### src/common/mfsb_pkg.sv
package mfsb_pkg;

  // ==========================================================================
  // Channels and widths
  localparam int unsigned NUM_CH      = 5;
  localparam int unsigned CH_TEMP     = 0;
  localparam int unsigned VALUE_W     = 16;
  localparam int unsigned LIMIT_BYTES = 40;
  localparam int unsigned LIM_PER_CH  = 8;

  // Byte offsets of the four limits inside one channel's eight-byte group.
  localparam int unsigned LIM_ALARM_HI = 0;
  localparam int unsigned LIM_ALARM_LO = 2;
  localparam int unsigned LIM_WARN_HI  = 4;
  localparam int unsigned LIM_WARN_LO  = 6;

  // ==========================================================================
  // Register map
  localparam logic [7:0] ADDR_LIMIT_BASE = 8'h00;
  localparam logic [7:0] ADDR_ALARM_PRI  = 8'h70;
  localparam logic [7:0] ADDR_ALARM_SEC  = 8'h71;
  localparam logic [7:0] ADDR_WARN_PRI   = 8'h74;
  localparam logic [7:0] ADDR_WARN_SEC   = 8'h75;
  localparam logic [7:0] ADDR_IRQ_STATUS = 8'h76;
  localparam logic [7:0] ADDR_IRQ_MASK   = 8'h77;
  localparam logic [7:0] ADDR_TABLE_SEL  = 8'h7f;
  localparam logic [7:0] ADDR_INT_ENABLE = 8'h88;
  localparam logic [7:0] ADDR_UPPER_BASE = 8'h80;
  localparam logic [1:0] TABLE_INT       = 2'h1;

  // ==========================================================================
  // Field positions and reset values
  localparam int unsigned SUMMARY_BIT    = 0;
  localparam int unsigned ENABLE_TOP_BIT = 7;
  localparam logic [7:0]  INT_ENABLE_RST = 8'h80;
  localparam logic [1:0]  TABLE_SEL_RST  = 2'h0;

  // ==========================================================================
  // Carriers
  typedef struct packed {
    logic [7:0] addr;
    logic [7:0] wdata;
    logic       wr;
    logic       rd;
  } mfsb_bus_req_t;

  typedef struct packed {
    logic               valid;
    logic [2:0]         channel;
    logic [VALUE_W-1:0] value;
  } mfsb_conv_t;

  typedef struct packed {
    logic [LIMIT_BYTES*8-1:0] limits;
    logic [NUM_CH-1:0]        alarm_hi;
    logic [NUM_CH-1:0]        alarm_lo;
    logic [NUM_CH-1:0]        warn_hi;
    logic [NUM_CH-1:0]        warn_lo;
    logic [7:0]               int_enable;
    logic [1:0]               table_sel;
    logic [NUM_CH-1:0]        irq_status;
    logic [NUM_CH-1:0]        irq_mask;
    logic                     summary;
    logic                     irq;
    logic [7:0]               rd_data;
  } mfsb_state_t;

endpackage

### src/hdl/mfsb_top.sv
`timescale 1ns/1ps
`default_nettype none

module mfsb_top (
  // Clock, reset and enable
  input  wire logic                  clk,
  input  wire logic                  rst_n,
  input  wire logic                  ce,

  // Register port
  input  wire mfsb_pkg::mfsb_bus_req_t bus_req,
  output logic [7:0]                 rd_data,

  // Conversion results
  input  wire mfsb_pkg::mfsb_conv_t  conv,

  // Status outputs
  output logic                       masked_interrupt_summary,
  output logic [1:0]                 table_select,
  output logic                       irq
);

  // ==========================================================================
  // State
  mfsb_pkg::mfsb_state_t state_reg;
  mfsb_pkg::mfsb_state_t state_next;

  // ==========================================================================
  // Per-channel limit compare
  logic [mfsb_pkg::NUM_CH-1:0] above_alarm;
  logic [mfsb_pkg::NUM_CH-1:0] below_alarm;
  logic [mfsb_pkg::NUM_CH-1:0] above_warn;
  logic [mfsb_pkg::NUM_CH-1:0] below_warn;
  logic [mfsb_pkg::NUM_CH-1:0] conv_hit;
  logic [mfsb_pkg::NUM_CH-1:0] chan_enable;

  genvar c;
  generate
    for (c = 0; c < mfsb_pkg::NUM_CH; c++) begin : g_chan
      localparam int unsigned BASE = c * mfsb_pkg::LIM_PER_CH;
      logic [mfsb_pkg::VALUE_W-1:0] lim_ah;
      logic [mfsb_pkg::VALUE_W-1:0] lim_al;
      logic [mfsb_pkg::VALUE_W-1:0] lim_wh;
      logic [mfsb_pkg::VALUE_W-1:0] lim_wl;

      // Limits are stored most significant byte first.
      assign lim_ah = {state_reg.limits[(BASE + mfsb_pkg::LIM_ALARM_HI)*8 +: 8],
                       state_reg.limits[(BASE + mfsb_pkg::LIM_ALARM_HI + 1)*8 +: 8]};
      assign lim_al = {state_reg.limits[(BASE + mfsb_pkg::LIM_ALARM_LO)*8 +: 8],
                       state_reg.limits[(BASE + mfsb_pkg::LIM_ALARM_LO + 1)*8 +: 8]};
      assign lim_wh = {state_reg.limits[(BASE + mfsb_pkg::LIM_WARN_HI)*8 +: 8],
                       state_reg.limits[(BASE + mfsb_pkg::LIM_WARN_HI + 1)*8 +: 8]};
      assign lim_wl = {state_reg.limits[(BASE + mfsb_pkg::LIM_WARN_LO)*8 +: 8],
                       state_reg.limits[(BASE + mfsb_pkg::LIM_WARN_LO + 1)*8 +: 8]};

      // Temperature is two's complement; the other channels are unsigned.
      if (c == mfsb_pkg::CH_TEMP) begin : g_signed
        assign above_alarm[c] = $signed(conv.value) > $signed(lim_ah);
        assign below_alarm[c] = $signed(conv.value) < $signed(lim_al);
        assign above_warn[c]  = $signed(conv.value) > $signed(lim_wh);
        assign below_warn[c]  = $signed(conv.value) < $signed(lim_wl);
      end else begin : g_unsigned
        assign above_alarm[c] = conv.value > lim_ah;
        assign below_alarm[c] = conv.value < lim_al;
        assign above_warn[c]  = conv.value > lim_wh;
        assign below_warn[c]  = conv.value < lim_wl;
      end

      assign conv_hit[c] = conv.valid && (conv.channel == 3'(c));
      // Enable bits run from bit 7 for temperature downward.
      assign chan_enable[c] = state_reg.int_enable[mfsb_pkg::ENABLE_TOP_BIT - c];
    end
  endgenerate

  // ==========================================================================
  // Flag byte packing
  function automatic logic [7:0] pack_flags(
    input logic [mfsb_pkg::NUM_CH-1:0] hi,
    input logic [mfsb_pkg::NUM_CH-1:0] lo,
    input bit                          secondary
  );
    logic [7:0] b;
    b = 8'h00;
    if (secondary) begin
      b[7] = hi[4];
      b[6] = lo[4];
    end else begin
      b = {hi[0], lo[0], hi[1], lo[1], hi[2], lo[2], hi[3], lo[3]};
    end
    return b;
  endfunction

  // ==========================================================================
  // Next state
  logic [mfsb_pkg::NUM_CH-1:0] new_alarm_hi;
  logic [mfsb_pkg::NUM_CH-1:0] new_alarm_lo;
  logic [mfsb_pkg::NUM_CH-1:0] new_warn_hi;
  logic [mfsb_pkg::NUM_CH-1:0] new_warn_lo;
  logic [mfsb_pkg::NUM_CH-1:0] chan_flagged;
  logic [mfsb_pkg::NUM_CH-1:0] chan_was;
  logic [mfsb_pkg::NUM_CH-1:0] irq_set;
  logic [mfsb_pkg::NUM_CH-1:0] irq_clr;
  logic [7:0]                  read_word;
  logic                        upper_int_table;
  logic                        in_limits;

  always_comb begin
    state_next = state_reg;

    // A flag is recomputed only when its own channel converts.
    new_alarm_hi = (state_reg.alarm_hi & ~conv_hit) | (above_alarm & conv_hit);
    new_alarm_lo = (state_reg.alarm_lo & ~conv_hit) | (below_alarm & conv_hit);
    new_warn_hi  = (state_reg.warn_hi & ~conv_hit) | (above_warn & conv_hit);
    new_warn_lo  = (state_reg.warn_lo & ~conv_hit) | (below_warn & conv_hit);
    state_next.alarm_hi = new_alarm_hi;
    state_next.alarm_lo = new_alarm_lo;
    state_next.warn_hi  = new_warn_hi;
    state_next.warn_lo  = new_warn_lo;

    // The summary bit sees only the channels whose enable bit is one.
    chan_flagged = new_alarm_hi | new_alarm_lo | new_warn_hi | new_warn_lo;
    state_next.summary = |(chan_flagged & chan_enable);

    // A channel raises its sticky event when it goes from no flag to some flag.
    chan_was = state_reg.alarm_hi | state_reg.alarm_lo | state_reg.warn_hi | state_reg.warn_lo;
    irq_set  = chan_flagged & ~chan_was;

    upper_int_table = state_reg.table_sel == mfsb_pkg::TABLE_INT;
    in_limits = bus_req.addr < (mfsb_pkg::ADDR_LIMIT_BASE + 8'(mfsb_pkg::LIMIT_BYTES));

    // Register writes; the flag bytes have no write path.
    irq_clr = '0;
    if (bus_req.wr) begin
      if (in_limits) begin
        state_next.limits[bus_req.addr * 8 +: 8] = bus_req.wdata;
      end
      case (bus_req.addr)
        mfsb_pkg::ADDR_TABLE_SEL: begin
          state_next.table_sel = bus_req.wdata[1:0];
        end
        mfsb_pkg::ADDR_IRQ_STATUS: begin
          irq_clr = bus_req.wdata[mfsb_pkg::NUM_CH-1:0];
        end
        mfsb_pkg::ADDR_IRQ_MASK: begin
          state_next.irq_mask = bus_req.wdata[mfsb_pkg::NUM_CH-1:0];
        end
        mfsb_pkg::ADDR_INT_ENABLE: begin
          if (upper_int_table) begin
            state_next.int_enable = bus_req.wdata;
          end
        end
        default: begin
        end
      endcase
    end

    // A new event wins over a clear in the same cycle.
    state_next.irq_status = (state_reg.irq_status & ~irq_clr) | irq_set;
    // The next mask is used so that a mask write acts on the interrupt at once.
    state_next.irq = |(state_next.irq_status & state_next.irq_mask);

    // Reads answer in the next cycle only; unmapped bytes read zero.
    read_word = 8'h00;
    if (in_limits) begin
      read_word = state_reg.limits[bus_req.addr * 8 +: 8];
    end
    case (bus_req.addr)
      mfsb_pkg::ADDR_ALARM_PRI: begin
        read_word = pack_flags(state_reg.alarm_hi, state_reg.alarm_lo, 1'b0);
      end
      mfsb_pkg::ADDR_ALARM_SEC: begin
        read_word = pack_flags(state_reg.alarm_hi, state_reg.alarm_lo, 1'b1);
        read_word[mfsb_pkg::SUMMARY_BIT] = state_reg.summary;
      end
      mfsb_pkg::ADDR_WARN_PRI: begin
        read_word = pack_flags(state_reg.warn_hi, state_reg.warn_lo, 1'b0);
      end
      mfsb_pkg::ADDR_WARN_SEC: begin
        read_word = pack_flags(state_reg.warn_hi, state_reg.warn_lo, 1'b1);
      end
      mfsb_pkg::ADDR_IRQ_STATUS: begin
        read_word = {3'h0, state_reg.irq_status};
      end
      mfsb_pkg::ADDR_IRQ_MASK: begin
        read_word = {3'h0, state_reg.irq_mask};
      end
      mfsb_pkg::ADDR_TABLE_SEL: begin
        read_word = {6'h00, state_reg.table_sel};
      end
      mfsb_pkg::ADDR_INT_ENABLE: begin
        if (upper_int_table) begin
          read_word = state_reg.int_enable;
        end
      end
      default: begin
      end
    endcase
    state_next.rd_data = bus_req.rd ? read_word : 8'h00;
  end

  // ==========================================================================
  // Registers
  always_ff @(posedge clk) begin
    if (!rst_n) begin
      state_reg            <= '0;
      state_reg.int_enable <= mfsb_pkg::INT_ENABLE_RST;
      state_reg.table_sel  <= mfsb_pkg::TABLE_SEL_RST;
    end else if (ce) begin
      state_reg <= state_next;
    end
  end

  // ==========================================================================
  // Outputs
  assign rd_data                  = state_reg.rd_data;
  assign masked_interrupt_summary = state_reg.summary;
  assign table_select             = state_reg.table_sel;
  assign irq                      = state_reg.irq;

endmodule // mfsb_top

`default_nettype wire

### config.mk
export PLATFORM = sky130hd
export DESIGN_NAME = mfsb_top
export DESIGN_NICKNAME = d
export VERILOG_FILES = /design/src/common/mfsb_pkg.sv /design/src/hdl/mfsb_top.sv
export SDC_FILE = /design/constraint.sdc
export NUM_CORES = 1
export LEC_CHECK = 0
export BUFFER_PORTS_ARGS = -buffer_cell sky130_fd_sc_hd__buf_2
export CAP_MARGIN = 25
export CORE_AREA = 3 3 272 274
export CTS_CLUSTER_DIAMETER = 120
export DETAILED_ROUTE_END_ITERATION = 12
export DIE_AREA = 0 0 275 277
export MAX_ROUTING_LAYER = met4
export PLACE_DENSITY = 0.54
export SETUP_SLACK_MARGIN = 0.2
export SYNTH_ARGS = -nofsm -noshare
export SYNTH_HDL_FRONTEND = slang
export SYNTH_SLANG_ARGS = --single-unit
### constraint.sdc
create_clock -name clk -period 6.9 [get_ports clk]
set_input_delay 1.725 -clock clk [delete_from_list [all_inputs] [get_ports clk]]
set_output_delay 1.725 -clock clk [all_outputs]
set_load 0.01 [all_outputs]
==> impl_results.html, run 1 <==
<table>
<tr><th>Metric</th><th>Value</th></tr>
<tr><th colspan="2">Status</th></tr>
<tr><td>Result of the run</td><td>finished, final reports clean</td></tr>
<tr><th colspan="2">Floorplanning</th></tr>
<tr><td>Die Y</td><td>277 um</td></tr>
<tr><td>Ports</td><td>53</td></tr>
<tr><td>X dimension of the die</td><td>275 um</td></tr>
<tr><td>Area of the core region</td><td>71,600 sq um</td></tr>
<tr><td>Starting Density</td><td>34.9%</td></tr>
<tr><td>Full die area</td><td>76,200 sq um</td></tr>
<tr><td>Floorplan row count</td><td>98</td></tr>
<tr><th colspan="2">STA</th></tr>
<tr><td>Tcrit/Tclk final</td><td>74.6%</td></tr>
<tr><td>Setup repair after global routing missed its margin</td><td>no</td></tr>
<tr><td>Number of setup violations in the final report</td><td>0</td></tr>
<tr><td>Transition time at the pin with the least slew margin</td><td>1.12 ns</td></tr>
<tr><td>Final hold viol count</td><td>0</td></tr>
<tr><td>Slew Limit Fails</td><td>0</td></tr>
<tr><td>Max_slew headroom</td><td>25.2%</td></tr>
<tr><td>Worst setup skew after layout</td><td>0.0306 ns</td></tr>
<tr><td>Total Negative Setup Slacks</td><td>0 ns</td></tr>
<tr><td>Achievable frequency</td><td>194 MHz</td></tr>
<tr><td>Minimum period implied by the final worst setup slack</td><td>5.15 ns</td></tr>
<tr><th colspan="2">Place</th></tr>
<tr><td>I/O Buffers</td><td>52</td></tr>
<tr><td>Final estimated routing congestion in global placement</td><td>0.970</td></tr>
<tr><td>Detailed-placement wirelength estimate</td><td>66,700 um</td></tr>
<tr><td>Placed cell areas</td><td>26,100 sq um</td></tr>
<tr><th colspan="2">Global routing</th></tr>
<tr><td>Pin count of the biggest net entering global routing</td><td>201</td></tr>
<tr><td>Leftover overflow at the end of global routing</td><td>0</td></tr>
<tr><td>Overall routing resource usage</td><td>24.7%</td></tr>
<tr><td>Via count of the first global-routing pass</td><td>20.4k</td></tr>
<tr><td>First-pass GRT wire length</td><td>136,000 um</td></tr>
<tr><td>Number of antenna violations at the first check in global routing</td><td>8</td></tr>
<tr><th colspan="2">Routing</th></tr>
<tr><td>DRC violation total after the first TritonRoute iteration</td><td>2,345</td></tr>
<tr><td>Number of nets with antenna violations after detailed routing</td><td>0</td></tr>
<tr><td>Routed wire length per instance</td><td>22.9 um</td></tr>
<tr><td>Remaining routing DRC violations</td><td>0</td></tr>
<tr><td>Total Wirelength</td><td>92,800 um</td></tr>
<tr><td>Detailed Routing Iterations Pass 1</td><td>6</td></tr>
<tr><td>Count of vias placed by the detailed router</td><td>22.4k</td></tr>
<tr><td>Routed vias/inst</td><td>5.54</td></tr>
<tr><th colspan="2">Min path</th></tr>
<tr><td>Instance count along the most critical hold path</td><td>2</td></tr>
<tr><td>Hold Path Class</td><td>flop to flop</td></tr>
<tr><th colspan="2">Clock network</th></tr>
<tr><td>Number of resized instances in the post-cts repair step</td><td>0</td></tr>
<tr><td>Number of buffers added for setup after CTS</td><td>0</td></tr>
<tr><td>Number of buffers added to fix hold violations after cts</td><td>0</td></tr>
<tr><td>Clock-pin slew on the worst setup and hold paths</td><td>0.06 ns</td></tr>
<tr><td>Clock root cell</td><td>sky130_fd_sc_hd__clkbuf_16</td></tr>
<tr><td>Clock insertion delay at the later pin of the skew report</td><td>0.60 ns</td></tr>
<tr><td>CTS max path bufs</td><td>3</td></tr>
<tr><td>Num CTS Buffers</td><td>46</td></tr>
<tr><td>Number of H-tree branching levels</td><td>2</td></tr>
<tr><td>Sink count of the clock tree</td><td>370</td></tr>
<tr><td>CTS tree</td><td>yes</td></tr>
<tr><th colspan="2">Synthesis</th></tr>
<tr><td>Cell Area, Synth</td><td>25,000 sq um</td></tr>
<tr><td>Synthesized netlist cell count</td><td>3,062</td></tr>
<tr><td>Avg Synthesized Cell Area</td><td>8.16 sq um</td></tr>
<tr><td>Post-synth ARST share</td><td>0%</td></tr>
<tr><td>Primary FF master, synth</td><td>sky130_fd_sc_hd__dfxtp_1</td></tr>
<tr><td>Net Count, Synth</td><td>3,418</td></tr>
<tr><td>Number of warnings issued by yosys</td><td>0</td></tr>
<tr><td>Share of synthesized area occupied by flip-flops and latches</td><td>29.7%</td></tr>
<tr><td>Number of enable-type register cells in the synthesized netlist</td><td>0</td></tr>
<tr><td>Distinct cell type count of the synthesized netlist</td><td>90</td></tr>
<tr><td>Register bit total from synthesis</td><td>370</td></tr>
<tr><th colspan="2">Run</th></tr>
<tr><td>Number of maximum-capacitance violations</td><td>0</td></tr>
<tr><th colspan="2">Worst setup path</th></tr>
<tr><td>Number of cell instances on the worst register-to-register path</td><td>11</td></tr>
<tr><td>Required time reported for the critical path endpoint</td><td>7.40 ns</td></tr>
<tr><td>Crit path arrival time</td><td>5.65 ns</td></tr>
<tr><td>Kind of capture point of the worst setup path</td><td>flop</td></tr>
<tr><td>Category of the critical setup timing path</td><td>input port to flop</td></tr>
<tr><td>Startpoint type of the worst setup path</td><td>input port</td></tr>
<tr><td>CP max FO</td><td>26</td></tr>
<tr><th colspan="2">Cells and area</th></tr>
<tr><td>Final cell utilization of the core</td><td>38.8%</td></tr>
<tr><td>Most frequent cells in the layout</td><td>sky130_fd_sc_hd__nor2_1 (600), sky130_fd_sc_hd__a21oi_1 (380), sky130_fd_sc_hd__dfxtp_1 (370)</td></tr>
<tr><td>Final layout net count</td><td>3,413</td></tr>
<tr><td>Commonest non-fill, non-tap cell in the layout</td><td>sky130_fd_sc_hd__nor2_1</td></tr>
<tr><td>Area added between synthesis and finish</td><td>11.3%</td></tr>
<tr><td>Number of filler instances in the final layout</td><td>7,408</td></tr>
<tr><td>Proportion of layout cells with a drive suffix above 1</td><td>10.4%</td></tr>
<tr><td>Post-Layout Inst Area</td><td>27,800 sq um</td></tr>
<tr><th colspan="2">Pwr</th></tr>
<tr><td>Sum of internal, switching and leakage power</td><td>0.00544 W</td></tr>
<tr><td>Internal portion of total power</td><td>0.00396 W</td></tr>
<tr><td>Leakage</td><td>10.3 nW</td></tr>
<tr><td>Logic gate share of total power</td><td>11.5%</td></tr>
<tr><td>Peak supply drop</td><td>0.162 mV</td></tr>
<tr><td>Reg power frac</td><td>39.6%</td></tr>
<tr><td>Fraction of power consumed by the clock network</td><td>48.9%</td></tr>
<tr><td>Power density over cell area</td><td>196 nW/um^2</td></tr>
<tr><td>Switching power of the nets</td><td>0.00148 W</td></tr>
<tr><td>Switching Fraction</td><td>27.2%</td></tr>
</table>
## layout make-up
type	count	area, sq um	share of cell area (%)
Antenna cell	7	17.5	0.0630
Clock buffer	64	1310	4.71
Clock inverter	19	323	1.16
Inverter	321	1210	4.36
Multi-Input combinational cell	2215	15600	56.3
Sequential cell	370	7410	26.7
Tap cell	950	1190	4.28
Timing Repair Buffer	103	688	2.48
## metal layers
metal	up-vias	GRT usage (%)	share of wire, %
li1	10700	-	-
met1	10700	35.1	46
met2	901	34.3	41
met3	154	4.82	8.7
met4	0	9.07	3.7
met5	-	-	0
## path summary, 6_finish.rpt
check	from	endpoint	slack [ns]
max	bus_req[11]	g_chan[1].lim_wh[2]	1.75
min	rd_data[4]	rd_data[4]	0.45
max reg2reg	g_chan[0].lim_wl[7]	irq	3.43
min reg2reg	rd_data[4]	rd_data[4]	0.45
## critical path, cell delays in order
cell                      delay, ns
sky130_fd_sc_hd__buf_4         0.24
sky130_fd_sc_hd__nor3_4        0.34
sky130_fd_sc_hd__nand2_1       0.18
sky130_fd_sc_hd__or2_2         0.31
sky130_fd_sc_hd__ha_1          0.72
sky130_fd_sc_hd__nand2_2       0.32
sky130_fd_sc_hd__nor4_4        0.81
sky130_fd_sc_hd__nand2_1       0.52
sky130_fd_sc_hd__nor3_1        0.29
sky130_fd_sc_hd__a21oi_1       0.06
sky130_fd_sc_hd__nor2_1        0.09
## power by group through the flow
stage | clock network, W | logic [W] | registers (W)
6_report | 0.00266 | 0.000623 | 0.00215
5_1_grt | 0.00278 | 0.000676 | 0.00215
4_1_cts | 0.00270 | 0.000610 | 0.00215
3_5_place_dp | 0 | 0.000608 | 0.00220
3_3_place_gp | 0 | 0.000606 | 0.00220
2_1_floorplan | 0 | 0.000354 | 0.00220
## cell usage after synthesis, types with 5 or more instances
library cell	count	area, sq um
sky130_fd_sc_hd__o211ai_1	14	105
sky130_fd_sc_hd__or4_1	6	45.0
sky130_fd_sc_hd__mux4_2	96	2160
sky130_fd_sc_hd__nand2b_1	16	100
sky130_fd_sc_hd__nor2_1	600	2250
sky130_fd_sc_hd__nand3_1	60	300
sky130_fd_sc_hd__o31ai_1	9	67.6
sky130_fd_sc_hd__or3_1	8	50.1
sky130_fd_sc_hd__nor4_4	6	128
sky130_fd_sc_hd__dfxtp_1	370	7410
sky130_fd_sc_hd__ha_1	315	3940
sky130_fd_sc_hd__inv_1	320	1200
sky130_fd_sc_hd__a211oi_1	21	158
sky130_fd_sc_hd__o21ai_0	71	355
sky130_fd_sc_hd__a22oi_1	15	113
sky130_fd_sc_hd__buf_6	9	101
sky130_fd_sc_hd__nor2b_1	13	81.3
sky130_fd_sc_hd__nand2_2	11	68.8
sky130_fd_sc_hd__buf_2	18	90.1
sky130_fd_sc_hd__a21oi_1	380	1900
sky130_fd_sc_hd__a31oi_1	12	75.1
sky130_fd_sc_hd__o22ai_1	10	62.6
sky130_fd_sc_hd__a221oi_1	6	52.6
sky130_fd_sc_hd__nor3_1	74	370
sky130_fd_sc_hd__buf_1	7	26.3
sky130_fd_sc_hd__nand2_1	172	646
sky130_fd_sc_hd__nor4_1	11	68.8
sky130_fd_sc_hd__mux2i_1	79	791
sky130_fd_sc_hd__a2111oi_0	12	105
sky130_fd_sc_hd__clkbuf_1	106	398
sky130_fd_sc_hd__a21o_1	20	150
sky130_fd_sc_hd__buf_4	15	113
sky130_fd_sc_hd__o21a_1	7	52.6
sky130_fd_sc_hd__a211o_1	9	78.8
sky130_fd_sc_hd__nand4_1	45	282
sky130_fd_sc_hd__a41oi_1	5	43.8
sky130_fd_sc_hd__and3_1	11	68.8
sky130_fd_sc_hd__and4_1	10	87.6
## metrics by stage
stage / setup WS, ns / hold WS, ns / std cells
floorplan: 1.90 / 0.426 / 3062
global placement: 1.29 / 0.434 / 3955
detailed placement: 1.24 / 0.443 / 3956
CTS: 1.84 / 0.457 / 4039
global route: 1.46 / 0.488 / 4048
finish: 1.75 / 0.453 / 4049
## kinds of logic (layout without fill, tap and decap cells)
kind of cell / count (synthesis) / after routing / share of synthesized area, %
AO/OA/AOI/OAI: 636 / 636 / 14.9
XOR/XNOR: 7 / 7 / 0.276
adder cells (fa/ha/maj): 315 / 315 / 15.8
buffers and inverters: 477 / 507 / 7.80
flip-flops: 370 / 370 / 29.7
multiplexers: 180 / 180 / 12.1
other: 0 / 7 / 0
AND/OR/NAND/NOR: 1077 / 1077 / 19.5
(Power assumes the default switching activity.)
==> run 2, diff against run 1 <==
--- a/config.mk
+++ b/config.mk
@@ -5,12 +5,13 @@
 export SDC_FILE = /design/constraint.sdc
 export NUM_CORES = 1
 export LEC_CHECK = 0
+export ABC_AREA = 1
 export BUFFER_PORTS_ARGS = -buffer_cell sky130_fd_sc_hd__buf_2
 export CAP_MARGIN = 25
-export CORE_AREA = 3 3 272 274
+export CORE_AREA = 3 3 276 278
 export CTS_CLUSTER_DIAMETER = 120
 export DETAILED_ROUTE_END_ITERATION = 12
-export DIE_AREA = 0 0 275 277
+export DIE_AREA = 0 0 279 281
 export MAX_ROUTING_LAYER = met4
 export PLACE_DENSITY = 0.54
 export SETUP_SLACK_MARGIN = 0.2
==> constraint.sdc (replaced) <==
create_clock -name clk -period 4.85 [get_ports clk]
set_input_delay 1.2125 -clock clk [delete_from_list [all_inputs] [get_ports clk]]
set_output_delay 1.2125 -clock clk [all_outputs]
set_load 0.01 [all_outputs]
==> run 2 against run 1 <==
  * Wire length increased by 27%
  * Register-to-register slack got worse by 1.5 ns
  * Design area increased by 4.4%
  * First-iteration DRC count increased by 32%
  * Via count increased by 19%
  * Highest routed layer unchanged
  * Largest cell class unchanged
  * Cell count increased by 20%
  * Global-route usage increased by 5.3 points
  * Combinational power increased by 97%
  * Sequential share of layout area decreased by 1.1 points
  * Worst hold slack improved by 0.013 ns
==> impl_results.html, run 2 <==
<table>
<tr><th>Metric</th><th>Value</th></tr>
<tr><th colspan="2">Status</th></tr>
<tr><td>Result of the run</td><td>finished, final reports clean</td></tr>
<tr><th colspan="2">Clock network</th></tr>
<tr><td>Clock root cell</td><td>sky130_fd_sc_hd__clkbuf_16</td></tr>
<tr><td>Number of H-tree branching levels</td><td>2 (unchanged)</td></tr>
<tr><td>Clock-pin slew on the worst setup and hold paths</td><td>0.06 ns (about the same)</td></tr>
<tr><td>Number of buffers added to fix hold violations after cts</td><td>0 (unchanged)</td></tr>
<tr><td>Sink count of the clock tree</td><td>370 (unchanged)</td></tr>
<tr><td>Clock insertion delay at the later pin of the skew report</td><td>0.62 ns (+0.02 ns)</td></tr>
<tr><td>CTS max path bufs</td><td>3 (unchanged)</td></tr>
<tr><td>Number of buffers added for setup after CTS</td><td>0 (unchanged)</td></tr>
<tr><td>CTS tree</td><td>yes</td></tr>
<tr><td>Number of resized instances in the post-cts repair step</td><td>0 (unchanged)</td></tr>
<tr><td>Num CTS Buffers</td><td>47 (+2.2%)</td></tr>
<tr><th colspan="2">Worst setup path</th></tr>
<tr><td>CP top delay family</td><td>simple AND/OR/NAND/NOR gates</td></tr>
<tr><td>Critical register-to-register path endpoint</td><td>irq</td></tr>
<tr><td>Category of the critical setup timing path</td><td>input port to flop</td></tr>
<tr><td>Kind of capture point of the worst setup path</td><td>flop</td></tr>
<tr><td>Reg-to-reg critical path startpoint</td><td>g_chan[1].lim_wh[15]</td></tr>
<tr><td>Largest stage delay, worst path</td><td>0.42 ns (-0.39 ns)</td></tr>
<tr><td>Required time reported for the critical path endpoint</td><td>5.33 ns (-2.07 ns)</td></tr>
<tr><td>Most Frequent Cell on Critical Path</td><td>sky130_fd_sc_hd__nor2_2</td></tr>
<tr><td>Reg-to-reg slack, setup</td><td>1.95 ns (-1.48 ns)</td></tr>
<tr><td>Buffering stage count on the worst path with inverters included</td><td>5 (+4)</td></tr>
<tr><td>Startpoint type of the worst setup path</td><td>input port</td></tr>
<tr><td>Sequence of cells on the critical path</td><td>buf_4 &gt; inv_6 &gt; nand2_2 &gt; nor2_2 &gt; nand2_1 &gt; nor2_2 &gt; inv_1 &gt; or2_2 &gt; ha_1 &gt; inv_1 &gt; nand4_1 &gt; a21oi_2 &gt; nand2_2 &gt; nor3_4 &gt; nand3_2 &gt; nor2_2 &gt; inv_2 &gt; o21ai_0 &gt; a21oi_1</td></tr>
<tr><td>Number of cell instances on the worst register-to-register path</td><td>19 (+8)</td></tr>
<tr><td>Crit path arrival time</td><td>4.60 ns (-1.05 ns)</td></tr>
<tr><td>CP max stage cell</td><td>sky130_fd_sc_hd__o21ai_0</td></tr>
<tr><td>CP max FO</td><td>10 (-62%)</td></tr>
<tr><th colspan="2">Floorplanning</th></tr>
<tr><td>Die Y</td><td>281 um (+1.4%)</td></tr>
<tr><td>Starting Density</td><td>34.8% (-0.11 points)</td></tr>
<tr><td>Full die area</td><td>78,400 sq um (+2.9%)</td></tr>
<tr><td>Ports</td><td>53 (unchanged)</td></tr>
<tr><td>Floorplan row count</td><td>100 (+2.0%)</td></tr>
<tr><td>X dimension of the die</td><td>279 um (+1.5%)</td></tr>
<tr><td>Area of the core region</td><td>74,200 sq um (+3.6%)</td></tr>
<tr><th colspan="2">Synthesis</th></tr>
<tr><td>Post-synth top area cell</td><td>sky130_fd_sc_hd__dfxtp_1</td></tr>
<tr><td>Top area cells in the synthesized netlist</td><td>sky130_fd_sc_hd__dfxtp_1 (29%), sky130_fd_sc_hd__ha_1 (15%), sky130_fd_sc_hd__a21oi_1 (12%), sky130_fd_sc_hd__o21ai_0 (9.0%), sky130_fd_sc_hd__nand2_1 (8.6%)</td></tr>
<tr><td>Net Count, Synth</td><td>4,177 (+22%)</td></tr>
<tr><td>Cell Area, Synth</td><td>25,800 sq um (+3.3%)</td></tr>
<tr><td>Share of the synthesized area in the top cell type</td><td>28.7% (-0.94 points)</td></tr>
<tr><td>Number of enable-type register cells in the synthesized netlist</td><td>0 (unchanged)</td></tr>
<tr><td>Synthesized netlist cell count</td><td>3,821 (+25%)</td></tr>
<tr><td>Post-synth ARST share</td><td>0% (unchanged)</td></tr>
<tr><td>Primary FF master, synth</td><td>sky130_fd_sc_hd__dfxtp_1</td></tr>
<tr><td>Cell with the most instances after synthesis</td><td>sky130_fd_sc_hd__a21oi_1</td></tr>
<tr><td>Number of warnings issued by yosys</td><td>0 (unchanged)</td></tr>
<tr><td>Share of synthesized area occupied by flip-flops and latches</td><td>28.7% (-0.94 points)</td></tr>
<tr><td>Avg Synthesized Cell Area</td><td>6.75 sq um (-17%)</td></tr>
<tr><td>Distinct cell type count of the synthesized netlist</td><td>50 (-44%)</td></tr>
<tr><td>Register bit total from synthesis</td><td>370 (unchanged)</td></tr>
<tr><td>Ranking of synthesized cells by instance count</td><td>sky130_fd_sc_hd__a21oi_1 (631), sky130_fd_sc_hd__nand2_1 (593), sky130_fd_sc_hd__inv_1 (538)</td></tr>
<tr><th colspan="2">Place</th></tr>
<tr><td>Final estimated routing congestion in global placement</td><td>1.09 (+12%)</td></tr>
<tr><td>Cell count after placement</td><td>4,767 (+21%)</td></tr>
<tr><td>Placed cell areas</td><td>27,500 sq um (+5.4%)</td></tr>
<tr><td>Detailed-placement wirelength estimate</td><td>88,300 um (+32%)</td></tr>
<tr><td>Worst setup slack before clock tree synthesis</td><td>0.105 ns (-1.14 ns)</td></tr>
<tr><td>I/O Buffers</td><td>52 (unchanged)</td></tr>
<tr><th colspan="2">Min path</th></tr>
<tr><td>Worst hold path endpoint</td><td>rd_data[1]</td></tr>
<tr><td>Instance count along the most critical hold path</td><td>2 (unchanged)</td></tr>
<tr><td>Min-Delay Startpoint</td><td>rd_data[1]</td></tr>
<tr><td>Hold Path Class</td><td>flop to flop</td></tr>
<tr><th colspan="2">Pwr</th></tr>
<tr><td>Internal portion of total power</td><td>0.00543 W (+37%)</td></tr>
<tr><td>Reg power frac</td><td>39.2% (-0.4 points)</td></tr>
<tr><td>Logic gate share of total power</td><td>15.6% (+4.1 points)</td></tr>
<tr><td>Switching Fraction</td><td>30.8% (+3.6 points)</td></tr>
<tr><td>Sum of internal, switching and leakage power</td><td>0.00785 W (+44%)</td></tr>
<tr><td>Power density over cell area</td><td>271 nW/um^2 (+38%)</td></tr>
<tr><td>Fraction of power consumed by the clock network</td><td>45.2% (-3.7 points)</td></tr>
<tr><td>Peak supply drop</td><td>0.249 mV (+54%)</td></tr>
<tr><td>Leakage</td><td>11.8 nW (+14%)</td></tr>
<tr><td>Switching power of the nets</td><td>0.00242 W (+64%)</td></tr>
<tr><th colspan="2">Global routing</th></tr>
<tr><td>Overall routing resource usage</td><td>29.9% (+5.3 points)</td></tr>
<tr><td>Number of antenna violations at the first check in global routing</td><td>4 (-4)</td></tr>
<tr><td>Leftover overflow at the end of global routing</td><td>0 (unchanged)</td></tr>
<tr><td>Pin count of the biggest net entering global routing</td><td>218 (+8.5%)</td></tr>
<tr><td>First-pass GRT wire length</td><td>166,000 um (+22%)</td></tr>
<tr><td>Via count of the first global-routing pass</td><td>23.8k (+17%)</td></tr>
<tr><th colspan="2">Routing</th></tr>
<tr><td>Remaining routing DRC violations</td><td>0 (unchanged)</td></tr>
<tr><td>Routed vias/inst</td><td>5.52 (-0.40%)</td></tr>
<tr><td>Total Wirelength</td><td>117,000 um (+27%)</td></tr>
<tr><td>Routed wire length per instance</td><td>24.2 um (+5.6%)</td></tr>
<tr><td>Detailed Routing Iterations Pass 1</td><td>6 (unchanged)</td></tr>
<tr><td>DRC violation total after the first TritonRoute iteration</td><td>3,090 (+32%)</td></tr>
<tr><td>Number of nets with antenna violations after detailed routing</td><td>0 (unchanged)</td></tr>
<tr><td>Count of vias placed by the detailed router</td><td>26.8k (+19%)</td></tr>
<tr><th colspan="2">Cells and area</th></tr>
<tr><td>Final Instance Count excl. Fillers</td><td>4,853 (+20%)</td></tr>
<tr><td>Most frequent cells in the layout</td><td>sky130_fd_sc_hd__a21oi_1 (631), sky130_fd_sc_hd__nand2_1 (593), sky130_fd_sc_hd__inv_1 (537)</td></tr>
<tr><td>Commonest non-fill, non-tap cell in the layout</td><td>sky130_fd_sc_hd__a21oi_1</td></tr>
<tr><td>Post-Layout Inst Area</td><td>29,000 sq um (+4.4%)</td></tr>
<tr><td>Proportion of layout cells with a drive suffix above 1</td><td>8.35% (-2.1 points)</td></tr>
<tr><td>Final layout net count</td><td>4,203 (+23%)</td></tr>
<tr><td>Area added between synthesis and finish</td><td>12.5%</td></tr>
<tr><th colspan="2">STA</th></tr>
<tr><td>Minimum period implied by the final worst setup slack</td><td>4.12 ns</td></tr>
<tr><td>Final hold viol count</td><td>0 (unchanged)</td></tr>
<tr><td>Slew Limit Fails</td><td>0 (unchanged)</td></tr>
<tr><td>Worst setup skew after layout</td><td>0.0244 ns (-0.00618 ns)</td></tr>
<tr><td>Number of setup violations in the final report</td><td>0 (unchanged)</td></tr>
<tr><td>Max_slew headroom</td><td>23.6% (-1.5 points)</td></tr>
<tr><td>Setup ws final</td><td>0.728 ns (-1.02 ns)</td></tr>
<tr><td>Achievable frequency</td><td>243 MHz</td></tr>
<tr><td>Setup repair after global routing missed its margin</td><td>no</td></tr>
<tr><td>Tcrit/Tclk final</td><td>85.0%</td></tr>
<tr><td>Total Negative Setup Slacks</td><td>0 ns (unchanged)</td></tr>
<tr><td>Transition time at the pin with the least slew margin</td><td>1.14 ns (+0.0219 ns)</td></tr>
<tr><th colspan="2">Run</th></tr>
<tr><td>Number of maximum-capacitance violations</td><td>0 (unchanged)</td></tr>
</table>
-- run 2: how the worst max path moves through the flow --
stage / end / start / slack [ns] / depth (start not counted)
6_report: g_chan[2].lim_wh[4] / bus_req[10] / 0.73 / 19
5_1_grt: g_chan[3].lim_wh[2] / bus_req[11] / 0.51 / 18
4_1_cts: g_chan[2].lim_wh[4] / bus_req[11] / 0.75 / 19
3_5_place_dp: g_chan[2].lim_wh[4] / bus_req[11] / 0.11 / 19
3_3_place_gp: g_chan[2].lim_wh[4] / bus_req[11] / 0.1 / 19
2_1_floorplan: g_chan[0].lim_wl[12] / bus_req[10] / 0.49 / 21
-- run 2: cell families (layout without fill, tap and decap cells) --
kind of cell,after synthesis,count (layout),share of synthesized area (%)
AOI/OAI and AO/OA,1270,1270,25.9
xor gates and xnor gates,2,2,0.141
adders and majority gates,315,315,15.3
buffers and inverters,753,814,11.4
DFF,370,370,28.7
other,0,2,0
and+or+nand+nor,1111,1111,18.6
-- run 2: layer usage --
metal  GRT usage [%]  share of wire [%]
met3            3.97                8.5
met1            40.9                 44
met5               -                  0
met2            44.0                 42
met4            13.5                5.3
-- run 2: final cells by class --
type / count / area, sq um
Sequential cell: 370 / 7410
Tap cell: 969 / 1210
Fill cell: 7919 / 45200
Timing Repair Buffer: 158 / 1260
Antenna cell: 2 / 5.00
Multi-Input combinational cell: 2698 / 15400
Inverter: 572 / 2160
Clock buffer: 64 / 1290
Clock inverter: 20 / 220
-- run 2: through the flow --
stage               hold slack, ns  util [%]
finish                       0.466      39.1
floorplan                    0.439         -
global placement             0.447      37.1
detailed placement           0.455      37.1
CTS                          0.465      39.1
global route                 0.480      39.1
-- run 2: power by group through the flow --
stage / logic (W) / clock network [W] / registers [W]
3_3_place_gp: 0.00119 / 0 / 0.00314
4_1_cts: 0.00119 / 0.00358 / 0.00308
5_1_grt: 0.00132 / 0.00369 / 0.00308
6_report: 0.00123 / 0.00355 / 0.00308
2_1_floorplan: 0.000649 / 0 / 0.00314
3_5_place_dp: 0.00119 / 0 / 0.00314
-- run 2: tightest hold or removal path, cell delays in order (launching register included) --
cell,delay [ns]
sky130_fd_sc_hd__dfxtp_1,0.31
sky130_fd_sc_hd__nand2_1,0.06
sky130_fd_sc_hd__a21oi_1,0.05
